<file path="config.mk">
export PLATFORM = sky130hd
export DESIGN_NAME = cgt_top
export DESIGN_NICKNAME = d
export VERILOG_FILES = /design/src/hdl/cgt_pkg.sv /design/src/hdl/cgt_prescaler.sv /design/src/hdl/cgt_envelope.sv /design/src/hdl/cgt_top.sv
export VERILOG_INCLUDE_DIRS = /design/src /design/src/hdl
export SDC_FILE = /design/constraint.sdc
export NUM_CORES = 1
export LEC_CHECK = 0
export BUFFER_PORTS_ARGS = -buffer_cell sky130_fd_sc_hd__buf_2
export CAP_MARGIN = 20
export CELL_PAD_IN_SITES_DETAIL_PLACEMENT = 0
export CELL_PAD_IN_SITES_GLOBAL_PLACEMENT = 1
export CORE_MARGIN = 3
export CORE_UTILIZATION = 32
export DETAILED_ROUTE_END_ITERATION = 8
export PLACE_DENSITY_LB_ADDON = 0.15
export SKIP_CTS_REPAIR_TIMING = 1
export SLEW_MARGIN = 10
export SYNTH_ARGS = -nofsm -noshare
export SYNTH_HDL_FRONTEND = slang
export SYNTH_HIERARCHICAL = 1
export SYNTH_SLANG_ARGS = --single-unit
</file>
<file path="constraint.sdc">
create_clock -name aclk -period 2.7 [get_ports aclk]
set_input_delay 0.675 -clock aclk [delete_from_list [all_inputs] [get_ports aclk]]
set_output_delay 0.675 -clock aclk [all_outputs]
set_load 0.01 [all_outputs]
</file>
<file path="src/hdl/cgt_map.svh">
`ifndef CGT_MAP_SVH
`define CGT_MAP_SVH
// Register byte offsets
`define CGT_CTRL_OFF 8'h00
`define CGT_LOW_OFF 8'h04
`define CGT_HIGH_OFF 8'h08
`define CGT_OUTCTL_OFF 8'h0c
`define CGT_ENV_OFF 8'h10
`define CGT_STAT_OFF 8'h14
// Control register fields
`define CGT_CTRL_RUN_BIT 0
`define CGT_CTRL_ENV_RUN_BIT 1
`define CGT_CTRL_CKS_LSB 4
`define CGT_CTRL_CKS_W 3
// Output control fields
`define CGT_OUT_MASTER_BIT 0
`define CGT_OUT_SELECT_BIT 1
`define CGT_OUT_ACTIVE_BIT 2
// Status fields
`define CGT_STAT_SYNC_BIT 0
`define CGT_STAT_CARRIER_BIT 1
`define CGT_STAT_PHASE_BIT 2
// Reset values
`define CGT_LOW_RST 8'h01
`define CGT_HIGH_RST 8'h01
`define CGT_ENV_RST 8'h01
// Timing
`define CGT_HIGH_XFER_CLKS 3
`define CGT_ACTIVE_DELAY 2
// AXI responses
`define CGT_RESP_OKAY 2'b00
`define CGT_RESP_SLVERR 2'b10
`endif

</file>
<file path="src/hdl/cgt_pkg.sv">
package cgt_pkg;
  typedef enum logic [1:0]
  {
    CGT_PH_LOW = 2'b01,
    CGT_PH_HIGH = 2'b10
  } cgt_phase_e;
  typedef struct packed
  {
    logic run;
    logic env_run;
    logic [2:0] clk_sel;
  } cgt_ctrl_s;
  typedef struct packed
  {
    logic master;
    logic select;
  } cgt_out_s;
endpackage : cgt_pkg

</file>
<file path="src/hdl/cgt_prescaler.sv">
`timescale 1ns/1ps
// Divides aclk by 2**sel into a one-cycle count enable
module cgt_prescaler #(
  parameter int WIDTH = 8
) (
  input wire logic aclk,
  input wire logic aresetn,
  input wire logic run,
  input wire logic [2:0] sel,
  output logic tick
);
  // Largest select is 7, so the divider needs at least seven bits
  if (WIDTH < 7)
  begin : g_width_check
    $error("cgt_prescaler WIDTH too small");
  end
  logic [WIDTH-1:0] div;
  logic [WIDTH-1:0] mask;
  assign mask = WIDTH'((1 << sel) - 1);
  always_ff @(posedge aclk)
  begin
    if (!aresetn || !run)
      div <= '0;
    else
      div <= div + WIDTH'(1);
  end
  always_ff @(posedge aclk)
  begin
    if (!aresetn || !run)
      tick <= 1'b0;
    else
      tick <= ((div & mask) == '0);
  end
endmodule : cgt_prescaler

</file>
<file path="src/hdl/cgt_envelope.sv">
`timescale 1ns/1ps
`include "cgt_map.svh"
// Companion interval counter: match pulse on count equal to compare
module cgt_envelope (
  input wire logic aclk,
  input wire logic aresetn,
  input wire logic run,
  input wire logic tick,
  input wire logic [7:0] compare,
  output logic match
);
  logic [7:0] count;
  always_ff @(posedge aclk)
  begin
    if (!aresetn || !run)
      count <= 8'h00;
    else if (tick && count == compare)
      count <= 8'h00; // see RQ25
    else if (tick)
      count <= count + 8'h01;
  end
  always_ff @(posedge aclk)
  begin
    if (!aresetn || !run)
      match <= 1'b0;
    else if (tick)
      match <= (count == compare); // see RQ25
  end
endmodule : cgt_envelope

</file>
<file path="src/hdl/cgt_top.sv">
`timescale 1ns/1ps
`include "cgt_map.svh"
// Contract
// RQ1: Low-width compare sets low phase; high-width compare sets high phase.
// RQ2: Software may rewrite high width while running, never low width.
// RQ3: Select 0: pin follows enable; select 1: enable gates carrier.
// RQ4: Enable is double-buffered: writable master, read-only active copy.
// RQ5: Envelope match resynchronised to carrier count clock as transfer strobe.
// RQ6: Master copies to active on second count clock after sync rise.
// RQ7: Software writes next enable and envelope compare after sync irq.
// RQ8: Software waits two clocks between master enable writes.
// RQ9: Envelope interrupt appears at synchronised timing in carrier mode.
// RQ10: Run bit starts carrier timer; separate run bit starts envelope.
// RQ11: Start compares low width; match pulses irq, clears, goes high.
// RQ12: High match pulses irq, clears, returns to low; repeats.
// RQ13: Carrier clock starts at default level, inverts on every match.
// RQ14: Active enable rising passes carrier from next carrier rising edge.
// RQ15: Active enable falling in high phase keeps pin high to phase end.
// RQ16: Period is N+M+2 count clocks, M+1 of them high.
// RQ17: New high width applied at old match, needs three count clocks.
// RQ18: Software rewrites high width after every restart.
// RQ19: Software keeps both widths within 01 to FF.
// RQ20: Software sets output select before starting.
// RQ21: Carrier count clock at least six times envelope clock.
// RQ22: Clearing run bit stops counting.
// RQ23: On stop, irq and pin return to default levels.
// RQ24: Counting begins within one count clock of run.
// RQ25: Envelope counter matches compare, clears and restarts the interval.
module cgt_top (
  input wire logic aclk,
  input wire logic aresetn,
  input wire logic [7:0] s_axi_awaddr,
  input wire logic s_axi_awvalid,
  output logic s_axi_awready,
  input wire logic [31:0] s_axi_wdata,
  input wire logic [3:0] s_axi_wstrb,
  input wire logic s_axi_wvalid,
  output logic s_axi_wready,
  output logic [1:0] s_axi_bresp,
  output logic s_axi_bvalid,
  input wire logic s_axi_bready,
  input wire logic [7:0] s_axi_araddr,
  input wire logic s_axi_arvalid,
  output logic s_axi_arready,
  output logic [31:0] s_axi_rdata,
  output logic [1:0] s_axi_rresp,
  output logic s_axi_rvalid,
  input wire logic s_axi_rready,
  input wire logic [2:0] env_clk_sel,
  output logic carrier_out_pin,
  output logic carrier_timer_irq,
  output logic envelope_sync_irq
);
  cgt_pkg::cgt_ctrl_s ctrl;
  cgt_pkg::cgt_out_s outc;
  cgt_pkg::cgt_phase_e phase;
  logic [7:0] low_width_compare;
  logic [7:0] high_width_compare;
  logic [7:0] high_pending;
  logic high_pend_valid;
  logic [1:0] high_age;
  logic [7:0] envelope_compare;
  logic carrier_enable_active;
  logic carrier_clk;
  logic hold_high;
  logic [7:0] count;
  logic tick;
  logic env_tick;
  logic [2:0] env_sel_q1;
  logic [2:0] env_sel_q2;
  logic envelope_match_irq;
  logic env_seen;
  logic sync_q;
  logic sync_rise;
  logic [1:0] xfer_cnt;
  logic sync_flag;
  logic aw_held;
  logic w_held;
  logic [7:0] aw_addr;
  logic [31:0] w_data;
  logic [3:0] w_strb;
  logic do_write;
  logic master_wr;
  logic high_wr;
  logic [7:0] cmp_value;
  logic match;
  logic [31:0] next_rdata;

  // Bus write side: address and data accepted in any order
  assign do_write = aw_held && w_held && !s_axi_bvalid;
  assign master_wr = do_write && aw_addr == `CGT_OUTCTL_OFF && w_strb[0];
  assign high_wr = do_write && aw_addr == `CGT_HIGH_OFF && w_strb[0];

  always_ff @(posedge aclk)
  begin
    if (!aresetn)
    begin
      aw_held <= 1'b0;
      aw_addr <= 8'h00;
    end
    else if (s_axi_awvalid && s_axi_awready)
    begin
      aw_held <= 1'b1;
      aw_addr <= {s_axi_awaddr[7:2], 2'b00};
    end
    else if (do_write)
      aw_held <= 1'b0;
  end

  always_ff @(posedge aclk)
  begin
    if (!aresetn)
    begin
      w_held <= 1'b0;
      w_data <= 32'h0000_0000;
      w_strb <= 4'h0;
    end
    else if (s_axi_wvalid && s_axi_wready)
    begin
      w_held <= 1'b1;
      w_data <= s_axi_wdata;
      w_strb <= s_axi_wstrb;
    end
    else if (do_write)
      w_held <= 1'b0;
  end

  always_ff @(posedge aclk)
  begin
    if (!aresetn)
    begin
      s_axi_awready <= 1'b0;
      s_axi_wready <= 1'b0;
    end
    else
    begin
      s_axi_awready <= !aw_held && !(s_axi_awvalid && s_axi_awready);
      s_axi_wready <= !w_held && !(s_axi_wvalid && s_axi_wready);
    end
  end

  always_ff @(posedge aclk)
  begin
    if (!aresetn)
    begin
      s_axi_bvalid <= 1'b0;
      s_axi_bresp <= `CGT_RESP_OKAY;
    end
    else if (do_write)
    begin
      s_axi_bvalid <= 1'b1;
      case (aw_addr)
        `CGT_CTRL_OFF, `CGT_LOW_OFF, `CGT_HIGH_OFF, `CGT_OUTCTL_OFF,
        `CGT_ENV_OFF, `CGT_STAT_OFF:
          s_axi_bresp <= `CGT_RESP_OKAY;
        default:
          s_axi_bresp <= `CGT_RESP_SLVERR;
      endcase
    end
    else if (s_axi_bready)
      s_axi_bvalid <= 1'b0;
  end

  // Register stores; byte lane 0 carries every field
  always_ff @(posedge aclk)
  begin
    if (!aresetn)
    begin
      ctrl <= '0;
      low_width_compare <= `CGT_LOW_RST;
      envelope_compare <= `CGT_ENV_RST;
      outc <= '0;
    end
    else if (do_write && w_strb[0])
    begin
      case (aw_addr)
        `CGT_CTRL_OFF:
        begin
          ctrl.run <= w_data[`CGT_CTRL_RUN_BIT]; // see RQ10 see RQ22
          ctrl.env_run <= w_data[`CGT_CTRL_ENV_RUN_BIT]; // see RQ10
          ctrl.clk_sel <= w_data[`CGT_CTRL_CKS_LSB +: `CGT_CTRL_CKS_W];
        end
        `CGT_LOW_OFF:
          low_width_compare <= w_data[7:0];
        `CGT_OUTCTL_OFF:
        begin
          outc.master <= w_data[`CGT_OUT_MASTER_BIT]; // see RQ4
          outc.select <= w_data[`CGT_OUT_SELECT_BIT];
        end
        `CGT_ENV_OFF:
          envelope_compare <= w_data[7:0];
        default:
        begin
        end
      endcase
    end
  end

  // Read side
  always_comb
  begin
    next_rdata = 32'h0000_0000;
    case (s_axi_araddr & 8'hfc)
      `CGT_CTRL_OFF:
      begin
        next_rdata[`CGT_CTRL_RUN_BIT] = ctrl.run;
        next_rdata[`CGT_CTRL_ENV_RUN_BIT] = ctrl.env_run;
        next_rdata[`CGT_CTRL_CKS_LSB +: `CGT_CTRL_CKS_W] = ctrl.clk_sel;
      end
      `CGT_LOW_OFF:
        next_rdata[7:0] = low_width_compare;
      `CGT_HIGH_OFF:
        next_rdata[7:0] = high_pend_valid ? high_pending : high_width_compare;
      `CGT_OUTCTL_OFF:
      begin
        next_rdata[`CGT_OUT_MASTER_BIT] = outc.master;
        next_rdata[`CGT_OUT_SELECT_BIT] = outc.select;
        next_rdata[`CGT_OUT_ACTIVE_BIT] = carrier_enable_active; // see RQ4
      end
      `CGT_ENV_OFF:
        next_rdata[7:0] = envelope_compare;
      `CGT_STAT_OFF:
      begin
        next_rdata[`CGT_STAT_SYNC_BIT] = sync_flag;
        next_rdata[`CGT_STAT_CARRIER_BIT] = carrier_clk;
        next_rdata[`CGT_STAT_PHASE_BIT] = (phase == cgt_pkg::CGT_PH_HIGH);
      end
      default:
        next_rdata = 32'h0000_0000;
    endcase
  end

  always_ff @(posedge aclk)
  begin
    if (!aresetn)
    begin
      s_axi_arready <= 1'b0;
      s_axi_rvalid <= 1'b0;
      s_axi_rdata <= 32'h0000_0000;
      s_axi_rresp <= `CGT_RESP_OKAY;
    end
    else if (s_axi_arvalid && s_axi_arready)
    begin
      s_axi_arready <= 1'b0;
      s_axi_rvalid <= 1'b1;
      s_axi_rdata <= next_rdata;
      s_axi_rresp <= (s_axi_araddr[7:2] > `CGT_STAT_OFF >> 2) ?
        `CGT_RESP_SLVERR : `CGT_RESP_OKAY;
    end
    else if (s_axi_rvalid)
    begin
      if (s_axi_rready)
        s_axi_rvalid <= 1'b0;
    end
    else
      s_axi_arready <= 1'b1;
  end

  // Clocks for the carrier timer and envelope counter
  cgt_prescaler #(.WIDTH(8)) u_carrier_div (
    .aclk(aclk),
    .aresetn(aresetn),
    .run(ctrl.run),
    .sel(ctrl.clk_sel),
    .tick(tick)
  ); // see RQ24

  // Envelope clock select comes from a pin: two stages before use
  always_ff @(posedge aclk)
  begin
    if (!aresetn)
    begin
      env_sel_q1 <= 3'h0;
      env_sel_q2 <= 3'h0;
    end
    else
    begin
      env_sel_q1 <= env_clk_sel;
      env_sel_q2 <= env_sel_q1;
    end
  end

  cgt_prescaler #(.WIDTH(8)) u_env_div (
    .aclk(aclk),
    .aresetn(aresetn),
    .run(ctrl.env_run),
    .sel(env_sel_q2),
    .tick(env_tick)
  );

  cgt_envelope u_env (
    .aclk(aclk),
    .aresetn(aresetn),
    .run(ctrl.env_run),
    .tick(env_tick),
    .compare(envelope_compare),
    .match(envelope_match_irq)
  ); // see RQ25

  // Carrier counter and phase
  assign cmp_value = (phase == cgt_pkg::CGT_PH_LOW) ?
    low_width_compare : high_width_compare; // see RQ1
  assign match = tick && count == cmp_value;

  always_ff @(posedge aclk)
  begin
    if (!aresetn || !ctrl.run)
    begin
      count <= 8'h00; // see RQ22
      phase <= cgt_pkg::CGT_PH_LOW; // see RQ11
    end
    else if (match)
    begin
      count <= 8'h00; // see RQ11 see RQ12 see RQ16
      phase <= (phase == cgt_pkg::CGT_PH_LOW) ?
        cgt_pkg::CGT_PH_HIGH : cgt_pkg::CGT_PH_LOW; // see RQ12
    end
    else if (tick)
      count <= count + 8'h01;
  end

  always_ff @(posedge aclk)
  begin
    if (!aresetn || !ctrl.run)
      carrier_clk <= 1'b0; // see RQ13 see RQ23
    else if (match)
      carrier_clk <= !carrier_clk; // see RQ13
  end

  always_ff @(posedge aclk)
  begin
    if (!aresetn || !ctrl.run)
      carrier_timer_irq <= 1'b0; // see RQ23
    else
      carrier_timer_irq <= match; // see RQ11 see RQ12
  end

  // High width latch: new value taken at old match after three count clocks
  always_ff @(posedge aclk)
  begin
    if (!aresetn)
    begin
      high_width_compare <= `CGT_HIGH_RST;
      high_pending <= `CGT_HIGH_RST;
      high_pend_valid <= 1'b0;
      high_age <= 2'd0;
    end
    else if (high_wr)
    begin
      high_pending <= w_data[7:0];
      high_pend_valid <= 1'b1;
      high_age <= 2'd0;
      if (!ctrl.run)
        high_width_compare <= w_data[7:0]; // see RQ18
    end
    else if (high_pend_valid && ctrl.run)
    begin
      if (match && phase == cgt_pkg::CGT_PH_HIGH &&
          high_age >= 2'(`CGT_HIGH_XFER_CLKS))
      begin
        high_width_compare <= high_pending; // see RQ17
        high_pend_valid <= 1'b0;
      end
      else if (tick && high_age != 2'd3)
        high_age <= high_age + 2'd1; // see RQ17
    end
  end

  // Envelope match held until the carrier clock samples it
  always_ff @(posedge aclk)
  begin
    if (!aresetn || !ctrl.run)
      env_seen <= 1'b0;
    else if (envelope_match_irq)
      env_seen <= 1'b1;
    else if (tick)
      env_seen <= 1'b0;
  end

  always_ff @(posedge aclk)
  begin
    if (!aresetn || !ctrl.run)
      sync_q <= 1'b0;
    else if (tick)
      sync_q <= env_seen || envelope_match_irq; // see RQ5
  end

  always_ff @(posedge aclk)
  begin
    if (!aresetn || !ctrl.run)
      envelope_sync_irq <= 1'b0;
    else
      envelope_sync_irq <= tick && (env_seen || envelope_match_irq) &&
        !sync_q; // see RQ5 see RQ9
  end

  assign sync_rise = envelope_sync_irq;

  // Active copy loads on the second count clock after the sync pulse
  always_ff @(posedge aclk)
  begin
    if (!aresetn || !ctrl.run)
      xfer_cnt <= 2'd0;
    else if (sync_rise)
      xfer_cnt <= 2'(`CGT_ACTIVE_DELAY);
    else if (tick && xfer_cnt != 2'd0)
      xfer_cnt <= xfer_cnt - 2'd1; // see RQ6
  end

  always_ff @(posedge aclk)
  begin
    if (!aresetn)
      carrier_enable_active <= 1'b0;
    else if (tick && xfer_cnt == 2'd1)
      carrier_enable_active <= outc.master; // see RQ6
  end

  // Request flag: set wins over software clear
  always_ff @(posedge aclk)
  begin
    if (!aresetn)
      sync_flag <= 1'b0;
    else if (sync_rise)
      sync_flag <= 1'b1;
    else if (do_write && aw_addr == `CGT_STAT_OFF && w_strb[0] &&
             w_data[`CGT_STAT_SYNC_BIT])
      sync_flag <= 1'b0;
  end

  // Gate: carrier passes from a rising edge, high phase never cut short
  always_ff @(posedge aclk)
  begin
    if (!aresetn || !ctrl.run)
      hold_high <= 1'b0;
    else if (match && !carrier_clk)
      hold_high <= carrier_enable_active; // see RQ14
    else if (match && carrier_clk)
      hold_high <= 1'b0; // see RQ15
  end

  always_ff @(posedge aclk)
  begin
    if (!aresetn || !ctrl.run)
      carrier_out_pin <= 1'b0; // see RQ23
    else if (!outc.select)
      carrier_out_pin <= carrier_enable_active; // see RQ3
    else
      carrier_out_pin <= hold_high && carrier_clk; // see RQ3 see RQ15
  end

  wire unused_master_wr = master_wr;
endmodule : cgt_top

</file>
[Word level (Yosys, flattened, before mapping)]
Cells that the tools add are included.
Cells by class
  add/sub/neg operators: 8
  mux-type cells: 34
  bitwise gates (word level): 4
  magnitude comparators: 2
  reduce and logical (&&, ||, !) cells: 66
  shifts and indexed selects: 2
  eq/ne operators: 17
Operator list (number)
  2-to-1 mux 8 bit: 6
  adder 8 x 1 -> 8 bit (second input constant): 4
  logical NOT 8 bit: 4
  logical AND 1 bit: 26
  equality test 6 x 2 -> 1 bit (second input constant): 4
  equality test 6 x 3 -> 1 bit (second input constant): 4
  nonzero test 2 bit: 10
  2-to-1 mux 1 bit: 18
  bitwise AND 8 bit: 2
  equality test 8 bit: 2
  left shift 1 x 3 -> 8 bit (first input constant): 2
  subtractor 8 x 2 -> 8 bit (second input constant): 2
  equality test 6 x 1 -> 1 bit (second input constant): 2
  one-hot mux 2 bit (6 select lines): 1
  one-hot mux 3 bit (4 select lines): 1
  logical NOT 1 bit: 10
  2-to-1 mux 2 bit: 5
  AND reduction 2 bit: 5
  OR reduction 2 bit: 5
  > comparator 6 x 3 -> 1 bit (second input constant): 1
  one-hot mux 1 bit (3 select lines): 2
  AND reduction 3 bit: 2
  OR reduction 6 bit: 1
  one-hot mux 1 bit (5 select lines): 1
  other kinds (8): 13
Storage, ports and cells
  output and inout port bits: 44
  register bits after elaboration: 130
  logic and storage cells: 178
  input port bits: 62

[Longest topological paths before layout]
Gate-level depths: netlist of run 1.
  word-level depth: 9
  gate-level depth with buffers: 8
  gate-level depth less buffers: 6

[By module]
The synthesis of run 1 kept the hierarchy.
By module, submodules not included
  cgt_top: area an instance 4684.5 µm², cells an instance 514, sequential area each 2021.9 µm², instances 1
  cgt_prescaler: area an instance 349.1 µm², cells an instance 38, sequential area each 160.2 µm², instances 2
  cgt_envelope: area an instance 478.0 µm², cells an instance 51, sequential area each 180.2 µm², instances 1

[Least setup slack after synthesis of run 1]
No wires, ideal clock.
  path kind: flip-flop to flip-flop
  start point: register phase[0]
  end point: register carrier_clk
  arrival time: 2.124 ns
  required time: 2.628 ns
  slack: 0.504 ns
  library setup time: 0.072 ns
  buffers on the path: 2
  cell stages (with the launch flop): 9
  clock period less this slack: 2.196 ns
  path through: dfxtp_1 > nor2b_1 > buf_4 > mux2i_4 > o221ai_2 > or4_1 > buf_2 > or3_1 > a21oi_1
Between the ends
  cells in the longest elaborated chain, start to end: 4
RTL lines
  from (decl): RTL line cgt_top.sv:56  | cgt_pkg::cgt_phase_e phase;
  from (signal assigned): RTL line cgt_top.sv:310  | phase <= cgt_pkg::CGT_PH_LOW;
  from (signal assigned): RTL line cgt_top.sv:315  | phase <= (phase == cgt_pkg::CGT_PH_LOW) ?
  equality test 2 x 1 -> 1 bit: RTL line cgt_top.sv:301  | assign cmp_value = (phase == cgt_pkg::CGT_PH_LOW) ?
  2-to-1 mux 8 bit: RTL line cgt_top.sv:301
  equality test 8 bit: RTL line cgt_top.sv:303  | assign match = tick && count == cmp_value;
  logical AND 1 bit: RTL line cgt_top.sv:303
  to (signal assigned): RTL line cgt_top.sv:327  | carrier_clk <= !carrier_clk;
  to (decl): RTL line cgt_top.sv:64  | logic carrier_clk;
Every way passes these cells.
A chain may end at the register's enable or synchronous reset.

[Final worst setup path of run 1]
  start point: register phase[1]
  end point: register carrier_clk
The elaborated chain is that of the path after synthesis.

==> flow_summary.ini, run 1 <==
[status]
status = finished, final reports clean

[sta]
fin_ws_ns = 0.171
period_needed_ns = 2.53
hold_viol = 0
tightest_slew_ns = 0.574
max_freq_mhz = 395
slew_violations = 0
tns_ns = 0
fin_crit_sh_pct = 93.7
rsz0062_at_grt = no
relSlewSlack_pct = 61.7
fin_skew_ns = 0.00829
finalSetupViolations = 0
hold-worst-slack_ns = 0.431

[route]
met2RoutedLength_mm = 6.77
avgRoutedWirePerCell_um = 16.2
drc = 0
drt-total-wl_mm = 15.0
highest_layer = met4
vias_per_cell = 4.92
antenna_left = 0
vias = 4575
drt_iter0_drc = 229
wl_met3_um = 669
met1_length_mm = 7.35
firstDrtPassIters = 4

[global_route]
track_usage_pct = 15.5
grt_antenna_before_repair = 0
grt_max_degree = 76
grt_pass1_wl_mm = 24.3
overflow = 0
grt_pass1_vias = 4539

[power_and_ir_drop]
power.leakage_nw = 2.52
cellInternalPower_w = 0.00334
p_per_area_nw_per_um2 = 622
fin_total_pwr_w = 0.00426
p_clk_share_pct = 51.0
switching_share_pct = 21.6
pwr-share-seq_pct = 45.1
comb_power_share_pct = 3.9
switching_power_w = 0.000918
max-vdd-ir-drop_uv = 391

[clock_network]
clk_path_buf_depth = 2
insertion_delay_ns = 0.41
cts_buffers = 17
clk_pin_slew_ns = 0.05
cts_sinks = 126
clockRootBuffer = clkbuf_16
htreeDepth = 4
cts_tree = done

[setup_path]
critPathMaxFanout = 7
cp_cell_sequence = nand2b_1 -> mux2i_1 -> o221ai_2 -> or4_1 -> or3_1 -> a21oi_1
critPathBufInv = 0
path_delay_family = simple AND/OR/NAND/NOR gates
crit_arrival_ns = 2.86
worstSetupEndpointType = flip-flop
worstSetupPathType = flip-flop to flip-flop
slowest_delay_ns = 0.67
cp-start-kind = flip-flop
cp.required_ns = 3.04
crit_path_top_delay_cell = or4_1

[synth]
synth_edf_count = 0
ys_dominant_reg_cell = dfxtp_1
async_reset_ff_share_pct = 0
synth_cell_type_count = 57
synth.avg_cell_area_sq_um = 9.14
synth-seq-cells = 126
synth_area_sq_um = 5860
synth_cells = 641
yosysSeqAreaShare_pct = 43.0
ys_warn_count = 6

[floorplanning]
die_width_um = 141
rows = 48
coreArea_sq_um = 17600
die_h_um = 141
start_util_pct = 33.3
ioPinCount = 106
dieArea_sq_um = 20000

[run]
max_cap_violations = 0

[place]
pre_cts_slack_ns = 0.215
io_buffer_count = 48
place.gp.congestion = 0.802
dpl.hpwl_mm = 11.0

[cells_and_area]
postLayoutCoreUtil_pct = 38.9
layout_common_cells = dfxtp_1 (126), nand2_1 (74), buf_2 (48)
drive_gt1_share_pct = 15.0
num_antenna_cells = 0
area_growth_pct = 16.7
layout_commonest_cell = dfxtp_1
fin_nets = 764

[hold_path]
hp-class = flip-flop to flip-flop
==> layout make-up <==
| class | instances | area (sq um) |
|---|---|---|
| sequential | 126 | 2520 |
| multi-input combinational | 477 | 3090 |
| tap | 225 | 282 |
| fill | 1793 | 10800 |
| inverter | 13 | 48.8 |
| timing repair buffer | 60 | 343 |
| clock buffer | 22 | 464 |
| clock inverter | 7 | 90.1 |
==> power groups by stage <==
stage          Clock [W]  Combinational (W)  Sequential (W)
2_1_floorplan          0           0.000127         0.00195
3_3_place_gp           0           0.000162         0.00196
3_5_place_dp           0           0.000165         0.00196
4_1_cts          0.00223           0.000166         0.00192
5_1_grt          0.00230           0.000185         0.00193
6_report         0.00217           0.000165         0.00192
==> through the flow <==
step,instance area (sq um),std cells
CTS,6830,930
global placement,6280,901
floorplan,5950,666
detailed placement,6280,901
finish,6840,930
global route,6840,930
==> kinds of logic after synthesis <==
group	Yosys count	share of synthesized area, %
compound gates	114	13.8
xor+xnor	33	4.93
fa+ha+maj	7	1.49
buf+inv	63	5.94
flops	126	43.0
mux	49	8.80
other cells	1	0.0640
simple gates	248	21.9
==> registers in the layout (all words and copies together), names as in the netlist, 7 cells and up <==
name and count:
s_axi_rdata 8, count 8, u_carrier_div/div 7, high_pending 8, low_width_compare 8, u_env_div/div 7
envelope_compare 8, u_env/count 8, high_width_compare 8, w_data 8
==> worst paths after layout <==
check | from | end | slack, ns | cells past startpoint
min reg2reg | sync_q$_SDFFE_PP0P_ | envelope_sync_irq$_SDFF_PP0_ | 0.43 | 1
min | sync_q$_SDFFE_PP0P_ | envelope_sync_irq$_SDFF_PP0_ | 0.43 | 1
max | phase[1]$_SDFFE_PP0N_ | carrier_clk$_SDFFE_PP0N_ | 0.17 | 6
max reg2reg | phase[1]$_SDFFE_PP0N_ | carrier_clk$_SDFFE_PP0N_ | 0.17 | 6
==> routing by layer <==
metal | GRT usage [%] | vias up
met2 | 24.2 | 113
met4 | 6.22 | 0
li1 | - | 2309
met1 | 20.7 | 2138
met3 | 3.77 | 15
met5 | 0 | -
==> Yosys cell counts, types with 14 or more instances <==
cell type  count  area, sq um
xor2_1        14          123
nand3_1       21          105
buf_4         27          203
nand2_1       74          278
xnor2_1       19          166
and2_1        18          113
a21boi_0      28          210
dfxtp_1      126         2520
mux2i_1       38          380
a21oi_1       24          120
nor2_1        40          150
nor2b_1       29          181
clkbuf_1      20         75.1
Note: power is estimated with default switching activity, not from simulation.
==> run 2, diff against run 1 <==
--- a/config.mk
+++ b/config.mk
@@ -10,12 +10,10 @@
 export CAP_MARGIN = 20
 export CELL_PAD_IN_SITES_DETAIL_PLACEMENT = 0
 export CELL_PAD_IN_SITES_GLOBAL_PLACEMENT = 1
-export CORE_MARGIN = 3
 export CORE_UTILIZATION = 32
 export DETAILED_ROUTE_END_ITERATION = 8
 export PLACE_DENSITY_LB_ADDON = 0.15
 export SKIP_CTS_REPAIR_TIMING = 1
-export SLEW_MARGIN = 10
 export SYNTH_ARGS = -nofsm -noshare
 export SYNTH_HDL_FRONTEND = slang
 export SYNTH_HIERARCHICAL = 1
==> flow_summary.ini, run 2 (synthesized netlist as in run 1, its figures left out) <==
[status]
status = finished, final reports clean

[setup_path]
path_delay_family = compound AO/OA/AOI/OAI gates
worstSetupEndpointType = flip-flop
critPathBufInv = 0
crit_top_cell = mux2_2
worstSetupPathType = flip-flop to flip-flop
cp.required_ns = 3.00
cp-start-kind = flip-flop
cp_cell_sequence = nand2b_1 -> mux2_2 -> o22ai_1 -> a2111oi_2 -> a31oi_2 -> mux2_2
slowest_delay_ns = 0.53
critPathMaxFanout = 8
crit_path_top_delay_cell = a31oi_2
crit_arrival_ns = 2.79

[power_and_ir_drop]
p_clk_share_pct = 51.7
cellInternalPower_w = 0.00331
switching_share_pct = 23.3
p_per_area_nw_per_um2 = 629
pwr-share-seq_pct = 44.4
comb_power_share_pct = 3.8
power.leakage_nw = 2.52
max-vdd-ir-drop_uv = 448
switching_power_w = 0.00101

[cells_and_area]
area_growth_pct = 17.0
num_antenna_cells = 0
stdcell_count = 937
layout_commonest_cell = dfxtp_1
drive_gt1_share_pct = 15.7
fin_nets = 764
nFillCells = 1859
layout_common_cells = dfxtp_1 (126), nand2_1 (74), buf_2 (48)
final_area_sq_um = 6860

[route]
vias = 4519
vias_per_cell = 4.82
drt-total-wl_mm = 14.6
antenna_left = 0
avgRoutedWirePerCell_um = 15.6
firstDrtPassIters = 4
drc = 0
drt_iter0_drc = 222

[sta]
fin_skew_ns = 0.00827
tightest_slew_ns = 0.596
fin_crit_sh_pct = 92.1
period_needed_ns = 2.49
max_freq_mhz = 402
fin_ws_ns = 0.214
finalSetupViolations = 0
tns_ns = 0
relSlewSlack_pct = 60.2
hold_viol = 0
slew_violations = 0
rsz0062_at_grt = no

[global_route]
grt_antenna_before_repair = 0
grt_pass1_wl_mm = 23.4
track_usage_pct = 16.6
overflow = 0
grt_max_degree = 60
grt_pass1_vias = 4435

[floorplanning]
ioPinCount = 106
rows = 49
start_util_pct = 32.6
die_width_um = 137
coreArea_sq_um = 18000
die_h_um = 137
dieArea_sq_um = 18900

[clock_network]
clk_path_buf_depth = 2
htreeDepth = 4
cts_tree = done
cts_buffers = 17
clk_pin_slew_ns = 0.06
insertion_delay_ns = 0.41
clockRootBuffer = clkbuf_16
cts_sinks = 126

[place]
io_buffer_count = 48
dpl_cell_area_sq_um = 6280
dpl.hpwl_mm = 10.7
place_inst = 905
place.gp.congestion = 0.788
pre_cts_slack_ns = 0.238

[hold_path]
hp-class = flip-flop to flip-flop

[run]
max_cap_violations = 0
[run 2: final timing paths]
path | start | endpoint | slack [ns] | cells past startpoint
max reg2reg | phase[1]$_SDFFE_PP0N_ | high_width_compare[1]$_SDFFE_PN0P_ | 0.21 | 6
max | phase[1]$_SDFFE_PP0N_ | high_width_compare[1]$_SDFFE_PN0P_ | 0.21 | 6
min | sync_q$_SDFFE_PP0P_ | envelope_sync_irq$_SDFF_PP0_ | 0.43 | 1
min reg2reg | sync_q$_SDFFE_PP0P_ | envelope_sync_irq$_SDFF_PP0_ | 0.43 | 1
[run 2: per-layer routing]
layer	GRT usage (%)	up-vias	part of all wire [%]
met1	22.3	2104	49
met4	5.49	0	1.4
met3	3.27	17	3.4
met5	0	-	0
li1	-	2303	-
met2	26.5	95	46
[run 2: power groups by stage]
stage / clock, W / combinational, W / sequential [W]
final: 0.00223 / 0.000165 / 0.00192
after floorplan: 0 / 0.000127 / 0.00195
after detailed placement: 0 / 0.000165 / 0.00196
after CTS: 0.00227 / 0.000166 / 0.00192
after global placement: 0 / 0.000163 / 0.00196
after global routing: 0.00235 / 0.000187 / 0.00192
[run 2: cell type report]
class | count | area (sq um) | area share (%)
clock buffers | 18 | 429 | 6.26
clock inverters | 14 | 144 | 2.10
inverters | 13 | 48.8 | 0.712
multi-input cells | 477 | 3080 | 45.0
flip-flops and latches | 126 | 2520 | 36.8
well taps | 229 | 287 | 4.18
repair buffers | 60 | 343 | 5.00
[run 2: metrics by stage]
stage / total power, W / util, % / hold slack (ns)
4_1_cts: 0.00435 / 38.2 / 0.436
3_3_place_gp: 0.00212 / 35.0 / 0.411
3_5_place_dp: 0.00212 / 35.0 / 0.423
5_1_grt: 0.00446 / 38.2 / 0.440
6_report: 0.00432 / 38.2 / 0.430
2_1_floorplan: 0.00208 / - / 0.401
[run 2: worst register-to-register path, delay by kind of cell (launching register included)]
family           cells  cell delay [ns]
multiplexers         2             0.78
AO/OA/AOI/OAI        3             0.90
flip-flops           1             0.37
AND/OR/NAND/NOR      1             0.33
